$ cat src/pio_defines.svh
`ifndef PIO_DEFINES_SVH
`define PIO_DEFINES_SVH

// Register indices; byte address is four times the index
`define PIO_IDX_P3_DIR 8'hb4
`define PIO_IDX_P4_DIR 8'hb5
`define PIO_IDX_P3_DATA 8'hb6
`define PIO_IDX_P4_DATA 8'hb7
`define PIO_IDX_P5_DIR 8'hb8
`define PIO_IDX_P6_DIR 8'hb9
`define PIO_IDX_P5_DATA 8'hba
`define PIO_IDX_P6_DATA 8'hbb
`define PIO_IDX_P8_DIR 8'hbd
`define PIO_IDX_P7_PINS 8'hbe
`define PIO_IDX_P8_DATA 8'hbf

// Index width and byte-offset bits
`define PIO_IDX_W 8
`define PIO_IDX_LSB 2
`define PIO_MIN_ADDR_W 10

// Reset values and read patterns
`define PIO_RST_ZERO 8'h00
`define PIO_RD_WO 8'hff
`define PIO_RD_RSVD 8'hff

// Implemented widths of the narrow ports
`define PIO_P5_W 3
`define PIO_P8_W 7

`endif

$ cat src/pio_pkg.sv
`default_nettype none
package pio_pkg;

    typedef enum logic [3:0] {
        PIO_SEL_NONE = 4'h0,
        PIO_SEL_P3_DIR = 4'h1,
        PIO_SEL_P4_DIR = 4'h2,
        PIO_SEL_P3_DATA = 4'h3,
        PIO_SEL_P4_DATA = 4'h4,
        PIO_SEL_P5_DIR = 4'h5,
        PIO_SEL_P6_DIR = 4'h6,
        PIO_SEL_P5_DATA = 4'h7,
        PIO_SEL_P6_DATA = 4'h8,
        PIO_SEL_P8_DIR = 4'h9,
        PIO_SEL_P7_PINS = 4'ha,
        PIO_SEL_P8_DATA = 4'hb
    } pio_sel_type;

endpackage
`default_nettype wire

$ cat src/pio_ports.sv
// Notes on behaviour
// - A direction bit of 0 makes its pin an input and a 1 makes it an output.
// - Port 3 output data is an 8-bit read/write register at 0xb6, reset 0.
// - Port 4 output data is an 8-bit read/write register at 0xb7, reset 0.
// - Port 7 pin levels is a read-only register at 0xbe; writes do nothing.
// - Reading port 7 pin levels returns the present level of its 8 pins; the code returns them two pclk cycles late, through two flip-flops.
//
// Added by the designer: the APB slave port.
`include "pio_defines.svh"
`default_nettype none
module pio_ports
    import pio_pkg::*;
#(
    parameter int ADDR_W = 10
)
(
    input wire logic pclk,
    input wire logic presetn,
    input wire logic psel,
    input wire logic penable,
    input wire logic pwrite,
    input wire logic [ADDR_W-1:0] paddr,
    input wire logic [31:0] pwdata,
    input wire logic [3:0] pstrb,
    output logic [31:0] prdata,
    output logic pready,
    output logic pslverr,
    output logic [7:0] p3_out,
    output logic [7:0] p3_oe,
    output logic [7:0] p4_out,
    output logic [7:0] p4_oe,
    output logic [`PIO_P5_W-1:0] p5_out,
    output logic [`PIO_P5_W-1:0] p5_oe,
    output logic [7:0] p6_out,
    output logic [7:0] p6_oe,
    input wire logic [7:0] p7_in,
    output logic [`PIO_P8_W-1:0] p8_out,
    output logic [`PIO_P8_W-1:0] p8_oe
);

    if (ADDR_W < `PIO_MIN_ADDR_W)
    begin : g_bad_addr_w
        $error("pio_ports: ADDR_W too small for the register map");
    end

    logic [7:0] port3_direction_ff;
    logic [7:0] port4_direction_ff;
    logic [7:0] port3_output_data_ff;
    logic [7:0] port4_output_data_ff;
    logic [`PIO_P5_W-1:0] port5_direction_ff;
    logic [`PIO_P5_W-1:0] port5_output_data_ff;
    logic [7:0] port6_direction_ff;
    logic [7:0] port6_output_data_ff;
    logic [`PIO_P8_W-1:0] port8_direction_ff;
    logic [`PIO_P8_W-1:0] port8_output_data_ff;
    logic [7:0] p7_meta_ff;
    logic [7:0] p7_sync_ff;
    logic [31:0] prdata_ff;
    logic pready_ff;
    logic pslverr_ff;
    pio_sel_type sel_ff;
    pio_sel_type nxt_sel;
    logic [31:0] nxt_rdata;
    logic setup;
    logic wr_lane0;
    logic [`PIO_IDX_W-1:0] idx;
    logic aligned;

    assign setup = psel && !penable;
    assign idx = paddr[`PIO_IDX_LSB +: `PIO_IDX_W];
    assign aligned = (paddr[`PIO_IDX_LSB-1:0] == '0) &&
        (paddr >> (`PIO_IDX_LSB + `PIO_IDX_W)) == '0;
    assign wr_lane0 = psel && penable && pready_ff && pwrite && pstrb[0];

    // Address decode
    always_comb
    begin
        nxt_sel = PIO_SEL_NONE;
        if (aligned)
        begin
            case (idx)
                `PIO_IDX_P3_DIR: nxt_sel = PIO_SEL_P3_DIR;
                `PIO_IDX_P4_DIR: nxt_sel = PIO_SEL_P4_DIR;
                `PIO_IDX_P3_DATA: nxt_sel = PIO_SEL_P3_DATA;
                `PIO_IDX_P4_DATA: nxt_sel = PIO_SEL_P4_DATA;
                `PIO_IDX_P5_DIR: nxt_sel = PIO_SEL_P5_DIR;
                `PIO_IDX_P6_DIR: nxt_sel = PIO_SEL_P6_DIR;
                `PIO_IDX_P5_DATA: nxt_sel = PIO_SEL_P5_DATA;
                `PIO_IDX_P6_DATA: nxt_sel = PIO_SEL_P6_DATA;
                `PIO_IDX_P8_DIR: nxt_sel = PIO_SEL_P8_DIR;
                `PIO_IDX_P7_PINS: nxt_sel = PIO_SEL_P7_PINS;
                `PIO_IDX_P8_DATA: nxt_sel = PIO_SEL_P8_DATA;
                default: nxt_sel = PIO_SEL_NONE;
            endcase
        end
    end

    // Read data; direction registers are write-only and read as ones
    always_comb
    begin
        nxt_rdata = '0;
        unique case (nxt_sel)
            PIO_SEL_P3_DATA: nxt_rdata[7:0] = port3_output_data_ff;
            PIO_SEL_P4_DATA: nxt_rdata[7:0] = port4_output_data_ff;
            PIO_SEL_P5_DATA:
            begin
                nxt_rdata[7:0] = `PIO_RD_RSVD;
                nxt_rdata[`PIO_P5_W-1:0] = port5_output_data_ff;
            end
            PIO_SEL_P6_DATA: nxt_rdata[7:0] = port6_output_data_ff;
            PIO_SEL_P8_DATA:
            begin
                nxt_rdata[7:0] = `PIO_RD_RSVD;
                nxt_rdata[`PIO_P8_W-1:0] = port8_output_data_ff;
            end
            PIO_SEL_P7_PINS: nxt_rdata[7:0] = p7_sync_ff;
            PIO_SEL_P3_DIR, PIO_SEL_P4_DIR, PIO_SEL_P5_DIR,
            PIO_SEL_P6_DIR, PIO_SEL_P8_DIR: nxt_rdata[7:0] = `PIO_RD_WO;
            PIO_SEL_NONE: nxt_rdata = '0;
        endcase
    end

    // Bus answer: one access cycle, error on unmapped address
    always_ff @(posedge pclk or negedge presetn)
    begin
        if (!presetn)
        begin
            pready_ff <= 1'b0;
            pslverr_ff <= 1'b0;
            prdata_ff <= '0;
            sel_ff <= PIO_SEL_NONE;
        end
        else
        begin
            pready_ff <= setup;
            pslverr_ff <= setup && (nxt_sel == PIO_SEL_NONE);
            if (setup)
            begin
                prdata_ff <= pwrite ? '0 : nxt_rdata;
                sel_ff <= nxt_sel;
            end
        end
    end

    // Port 7 pins pass two flip-flops before being read
    always_ff @(posedge pclk or negedge presetn)
    begin
        if (!presetn)
        begin
            p7_meta_ff <= `PIO_RST_ZERO;
            p7_sync_ff <= `PIO_RST_ZERO;
        end
        else
        begin
            p7_meta_ff <= p7_in;
            p7_sync_ff <= p7_meta_ff;
        end
    end

    // Direction registers; port 7 has none and ignores writes
    always_ff @(posedge pclk or negedge presetn)
    begin
        if (!presetn)
        begin
            port3_direction_ff <= `PIO_RST_ZERO;
            port4_direction_ff <= `PIO_RST_ZERO;
            port5_direction_ff <= `PIO_P5_W'(`PIO_RST_ZERO);
            port6_direction_ff <= `PIO_RST_ZERO;
            port8_direction_ff <= `PIO_P8_W'(`PIO_RST_ZERO);
        end
        else if (wr_lane0)
        begin
            if (sel_ff == PIO_SEL_P3_DIR)
                port3_direction_ff <= pwdata[7:0];
            if (sel_ff == PIO_SEL_P4_DIR)
                port4_direction_ff <= pwdata[7:0];
            if (sel_ff == PIO_SEL_P5_DIR)
                port5_direction_ff <= pwdata[`PIO_P5_W-1:0];
            if (sel_ff == PIO_SEL_P6_DIR)
                port6_direction_ff <= pwdata[7:0];
            if (sel_ff == PIO_SEL_P8_DIR)
                port8_direction_ff <= pwdata[`PIO_P8_W-1:0];
        end
    end

    // Output data registers
    always_ff @(posedge pclk or negedge presetn)
    begin
        if (!presetn)
        begin
            port3_output_data_ff <= `PIO_RST_ZERO;
            port4_output_data_ff <= `PIO_RST_ZERO;
            port5_output_data_ff <= `PIO_P5_W'(`PIO_RST_ZERO);
            port6_output_data_ff <= `PIO_RST_ZERO;
            port8_output_data_ff <= `PIO_P8_W'(`PIO_RST_ZERO);
        end
        else if (wr_lane0)
        begin
            if (sel_ff == PIO_SEL_P3_DATA)
                port3_output_data_ff <= pwdata[7:0];
            if (sel_ff == PIO_SEL_P4_DATA)
                port4_output_data_ff <= pwdata[7:0];
            if (sel_ff == PIO_SEL_P5_DATA)
                port5_output_data_ff <= pwdata[`PIO_P5_W-1:0];
            if (sel_ff == PIO_SEL_P6_DATA)
                port6_output_data_ff <= pwdata[7:0];
            if (sel_ff == PIO_SEL_P8_DATA)
                port8_output_data_ff <= pwdata[`PIO_P8_W-1:0];
        end
    end

    // Pin drivers: enable follows direction, level follows data
    assign p3_out = port3_output_data_ff;
    assign p3_oe = port3_direction_ff;
    assign p4_out = port4_output_data_ff;
    assign p4_oe = port4_direction_ff;
    assign p5_out = port5_output_data_ff;
    assign p5_oe = port5_direction_ff;
    assign p6_out = port6_output_data_ff;
    assign p6_oe = port6_direction_ff;
    assign p8_out = port8_output_data_ff;
    assign p8_oe = port8_direction_ff;
    assign prdata = prdata_ff;
    assign pready = pready_ff;
    assign pslverr = pslverr_ff;
endmodule
`default_nettype wire

$ cat config.mk
export PLATFORM = sky130hd
export DESIGN_NAME = pio_ports
export DESIGN_NICKNAME = d
export VERILOG_FILES = /design/src/pio_pkg.sv /design/src/pio_ports.sv
export VERILOG_INCLUDE_DIRS = /design/src /design/src/src
export SDC_FILE = /design/constraint.sdc
export NUM_CORES = 1
export LEC_CHECK = 0
export BUFFER_PORTS_ARGS = -buffer_cell sky130_fd_sc_hd__buf_2
export CORE_MARGIN = 10
export CORE_UTILIZATION = 49
export CTS_CLUSTER_SIZE = 16
export DETAILED_ROUTE_END_ITERATION = 16
export PLACE_DENSITY = 0.82
export SYNTH_ARGS = -nofsm -noshare
export SYNTH_HDL_FRONTEND = slang
export SYNTH_SLANG_ARGS = --single-unit
export TNS_END_PERCENT = 10
$ cat constraint.sdc
create_clock -name pclk -period 2.1 [get_ports pclk]
set_input_delay 0.105 -clock pclk [delete_from_list [all_inputs] [get_ports pclk]]
set_output_delay 0.105 -clock pclk [all_outputs]
set_load 0.02 [all_outputs]
; ---- Word-level counts from Yosys, hierarchy flattened
; Index checks and enable logic that the tools add are counted.
[totals]
regBits = 122
wordCells = 72
[op_classes]
n_eq_ne = 32
mux = 4
reduce_logical = 20
[op_table]
columns = cell, n
row1 = "equality test 8 bit, second input constant", 11
row2 = case mux 8 bit (8 select lines), 1
row3 = case mux 4 bit (11 select lines), 1
row4 = "equality test 4 x 3 -> 1 bit, second input constant", 8
row5 = "equality test 4 bit, second input constant", 7
row6 = AND reduction 2 bit, 10
row7 = "equality test 4 x 2 -> 1 bit, second input constant", 4
row8 = "equality test 4 x 1 -> 1 bit, second input constant", 2
row9 = two-way mux 8 bit, 1
row10 = logical AND 1 bit, 6
row11 = OR reduction 5 bit, 1
row12 = logical NOT 4 bit, 1
row13 = two-way mux 4 bit, 1
row14 = logical NOT 2 bit, 1
row15 = logical NOT 1 bit, 1

; ---- Depth between registers and ports, before layout
[depth]
depth_word = 7
mapped_depth = 6

; ---- Worst setup path after synthesis
; Ideal clock, no wire load.
[synth_timing]
path_kind = register to register
start = register pready_ff (netlist: pready)
end = register port8_output_data_ff[0] (netlist: p8_out[0])
setup_ps = 125
arrival_time_ps = 1506
required_time_ps = 1975
path_slack_ps = 469
stages_incl_launch_ff = 5
n_path_buf = 0
cell_sequence = dfrtp_1 -> nand4_2 -> nor4b_2 -> nand3_1 -> mux2_2
[synth_via]
elab_chain_len = 4
[synth_lines]
columns = item, line_no
row1 = "start, declared", pio_ports.sv:59  ; logic pready_ff;
row2 = "start signal, assigned", pio_ports.sv:135  ; pready_ff <= setup;
row3 = logical AND 1 bit (3 in series), pio_ports.sv:73  ; assign wr_lane0 = psel && penable && pready_ff && pwrite && pstrb[0];
row4 = AND reduction 2 bit (no source line), --
row5 = "end signal, assigned", pio_ports.sv:195  ; port8_output_data_ff <= `PIO_P8_W'(`PIO_RST_ZERO);
row6 = "end signal, assigned", pio_ports.sv:208  ; port8_output_data_ff <= pwdata[`PIO_P8_W-1:0];
row7 = "end, declared", pio_ports.sv:55  ; logic [`PIO_P8_W-1:0] port8_output_data_ff;
; No other way between the ends.
; A chain may end at the register's enable or synchronous reset.

; ---- Final worst setup path
[layout_timing]
start = register pready_ff (netlist: pready)
end = register port8_direction_ff[4] (netlist: p8_oe[4])
[layout_via]
elab_chain_len = 4
[layout_lines]
columns = item, line_no
row1 = logical AND 1 bit (3 in series), pio_ports.sv:73
row2 = AND reduction 2 bit (no source line), --
row3 = "end signal, assigned", pio_ports.sv:169  ; port8_direction_ff <= `PIO_P8_W'(`PIO_RST_ZERO);
row4 = "end signal, assigned", pio_ports.sv:182  ; port8_direction_ff <= pwdata[`PIO_P8_W-1:0];
row5 = "end, declared", pio_ports.sv:54  ; logic [`PIO_P8_W-1:0] port8_direction_ff;
; No other way between the ends.

==> results.sh <==
export IMPL_status="completed"
export IMPL_rr_worst_depth=4
export IMPL_crit_end="p8_oe[4]"
export IMPL_max_stage_delay_ns=0.40
export IMPL_post_cts_buffers=0
export IMPL_areaGrowthSynthToFinish_pct=20.7
export IMPL_antenna_found_initial=0
export IMPL_clk_pin_slew_ns=0.09
export IMPL_synth_top_area_cell="dfrtp_1"
export IMPL_layout_common_cells="buf_2, dfrtp_1, mux2_2, nand2_1, conb_1"
export IMPL_cts_root_buf="clkbuf_8"
export IMPL_fin_skew_ns=0.00666
export IMPL_drc=0
export IMPL_finalCritPeriodShare=0.843
export IMPL_synth_avg_cell_area_um2=12.7
export IMPL_dpl_cell_area_um2=4860
export IMPL_die_area_um2=12800
export IMPL_worstPathMaxFanout=7
export IMPL_start_kind="register"
export IMPL_tns_ns=0
export IMPL_cts_resized_gates=0
export IMPL_cp_num_cells=4
export IMPL_power_density_nw_per_um2=661
export IMPL_p_leak_nw=2.78
export IMPL_syn_area_um2=4270
export IMPL_ys_types=42
export IMPL_path_buf_inv=0
export IMPL_grt_pass1_wl_um=17400
export IMPL_dp_slack_ns=0.331
export IMPL_async_flop_share=1.00
export IMPL_die_w_um=113
export IMPL_setup_slack_ns=0.330
export IMPL_endpoint_kind="register"
export IMPL_core_um2=8340
export IMPL_cts_num_sinks=98
export IMPL_ios=161
export IMPL_grt_total_usage=0.170
export IMPL_final_common_cell="buf_2"
export IMPL_htreeDepth=3
export IMPL_wirelength_um=11100
export IMPL_wire_per_inst_um=19.6
export IMPL_first_pass_iters=4
export IMPL_r2r_start="pready"
export IMPL_min_period_ns=1.77
export IMPL_cts_tree="yes"
export IMPL_diodes=0
export IMPL_ys_ff_latch=98
export IMPL_drv_cap=0
export IMPL_rows=33
export IMPL_clock_latency_ns=0.36
export IMPL_grt_pass1_vias=3274
export IMPL_clockBufferDepth=2
export IMPL_slew_viol_final=0
export IMPL_cpMaxStageDelayCell="nor4b_2"
export IMPL_final_nets=516
export IMPL_final_area_um2=5150
export IMPL_critPathKind="reg2reg"
export IMPL_n_fill_cell=668
export IMPL_netlist_top_cells_area="dfrtp_1, mux2_2, buf_4"
export IMPL_hp_class="in2reg"
export IMPL_reg2reg_to="p8_oe[4]"
export IMPL_max_clock_freq_ghz=0.565
export IMPL_port_buffers=109
export IMPL_initial_core_util=0.512
export IMPL_ant_nets=0
export IMPL_holdBufCountCts=9
export IMPL_drt_iter0_drc=204
export IMPL_netlist_area_leader_share=0.575
export IMPL_cp_arrival_ns=2.03
export IMPL_grt_overflow_total=0
export IMPL_reg2reg_setup_slack_ns=0.33
export IMPL_numCtsBuffers=9
export IMPL_hpwl_um=8330
export IMPL_rsz0062_at_grt="false"
export IMPL_startpoint="pready"
export IMPL_hold_viol=0
export IMPL_synth_warnings=0
export IMPL_slew_headroom=0.608
export IMPL_die_y_um=113
export IMPL_grt_max_degree=47
export IMPL_cp_required_ns=2.35
export IMPL_postSynthCellCount=335
export IMPL_ir_worst_vdd_mv=0.542
export IMPL_final_core_util=0.617
export IMPL_gp_congestion=0.860
export IMPL_worst_pin_slew_ns=0.588
export IMPL_crit_family="simple AND/OR/NAND/NOR gates"
export IMPL_vias=3096
export IMPL_drive_above_1_share=0.455
export IMPL_detail_route_vias_per_cell=5.46
export IMPL_synth_edf_count=0
export IMPL_finalSetupViolCount=0
export IMPL_crit_chain="nand4_2 -> nor4b_2 -> nand2_1 -> mux2_2"
export IMPL_synthFlopType="dfrtp_1"
export IMPL_yosysSeqAreaShare=0.575
[Yosys cell counts (2+ instances only)]
cell      number
dfrtp_1       98
mux2_2        68
nand2_1       29
buf_4         24
o21ai_0       17
a21oi_1        8
nor2_1         8
clkbuf_1       7
inv_1          6
a22oi_1        5
a32oi_1        5
mux2i_1        5
nor2b_1        5
buf_1          4
nand3_1        4
nand3b_1       4
a221oi_1       3
buf_2          3
nand2b_1       3
o31ai_1        3
nand3b_2       2
nor4b_2        2
o22a_1         2
o41ai_1        2
[state kept, by name, indices dropped and copies added (netlist names), 3 cells and up]
name	count
p8_out	7
p4_out	8
p3_oe	8
p5_out	3
p6_out	8
prdata	8
sel_ff	4
p4_oe	8
p7_meta_ff	8
p6_oe	8
p7_sync_ff	8
p5_oe	3
p8_oe	7
p3_out	8
[power breakdown]
| group | internal [W] | switching [W] | leakage [nW] |
|---|---|---|---|
| registers | 0.00191 | 0.00000756 | 1.33 |
| clock network | 0.000585 | 0.000648 | 0.103 |
| logic | 0.0000758 | 0.000182 | 1.35 |
[cells by family after synthesis]
| group | synth area share |
|---|---|
| compound gates | 0.0713 |
| xor+xnor | 0.00205 |
| fa+ha+maj | 0.00235 |
| buf+inv | 0.0607 |
| flops | 0.575 |
| mux | 0.191 |
| other cells | 0.000879 |
| simple gates | 0.0968 |
[per-stage QoR]
| stage | std cells | hold slack, ns | power [W] |
|---|---|---|---|
| floorplan | 358 | -0.191 | 0.00211 |
| global placement | 542 | 0.139 | 0.00219 |
| detailed placement | 542 | 0.141 | 0.00219 |
| CTS | 567 | 0.0546 | 0.00342 |
| global route | 567 | 0.0602 | 0.00353 |
| finish | 567 | 0.0586 | 0.00340 |
[area by class of cell]
type | instances | area (um2) | share of cell area
clock buffer | 10 | 138 | 0.0267
clock inverter | 6 | 65.1 | 0.0126
inverter | 6 | 22.5 | 0.00437
multi-input combinational | 216 | 1640 | 0.319
sequential | 98 | 2450 | 0.476
tap | 105 | 131 | 0.0255
timing repair buffer | 126 | 698 | 0.136
[worst min path at each step]
stage	slack [ns]	cells after the start	endpoint	startpoint
floorplan	-0.19	0	p3_oe[0]	presetn
global placement	0.14	1	p3_oe[4]	presetn
detailed placement	0.14	1	p3_oe[4]	presetn
CTS	0.05	2	p3_out[7]	pwdata[7]
global route	0.06	2	p3_out[7]	pwdata[7]
finish	0.06	2	p3_out[7]	pwdata[7]
[layer usage]
| layer | GRT usage | up-vias | routed length (um) | part of all wire |
|---|---|---|---|---|
| li1 | - | 1383 | - | - |
| met1 | 0.202 | 1556 | 4650 | 0.42 |
| met2 | 0.271 | 133 | 5270 | 0.47 |
| met3 | 0.0681 | 24 | 953 | 0.086 |
| met4 | 0.0618 | 0 | 252 | 0.023 |
| met5 | 0 | - | 0 | 0 |
Power figures use the tool's default switching activity.
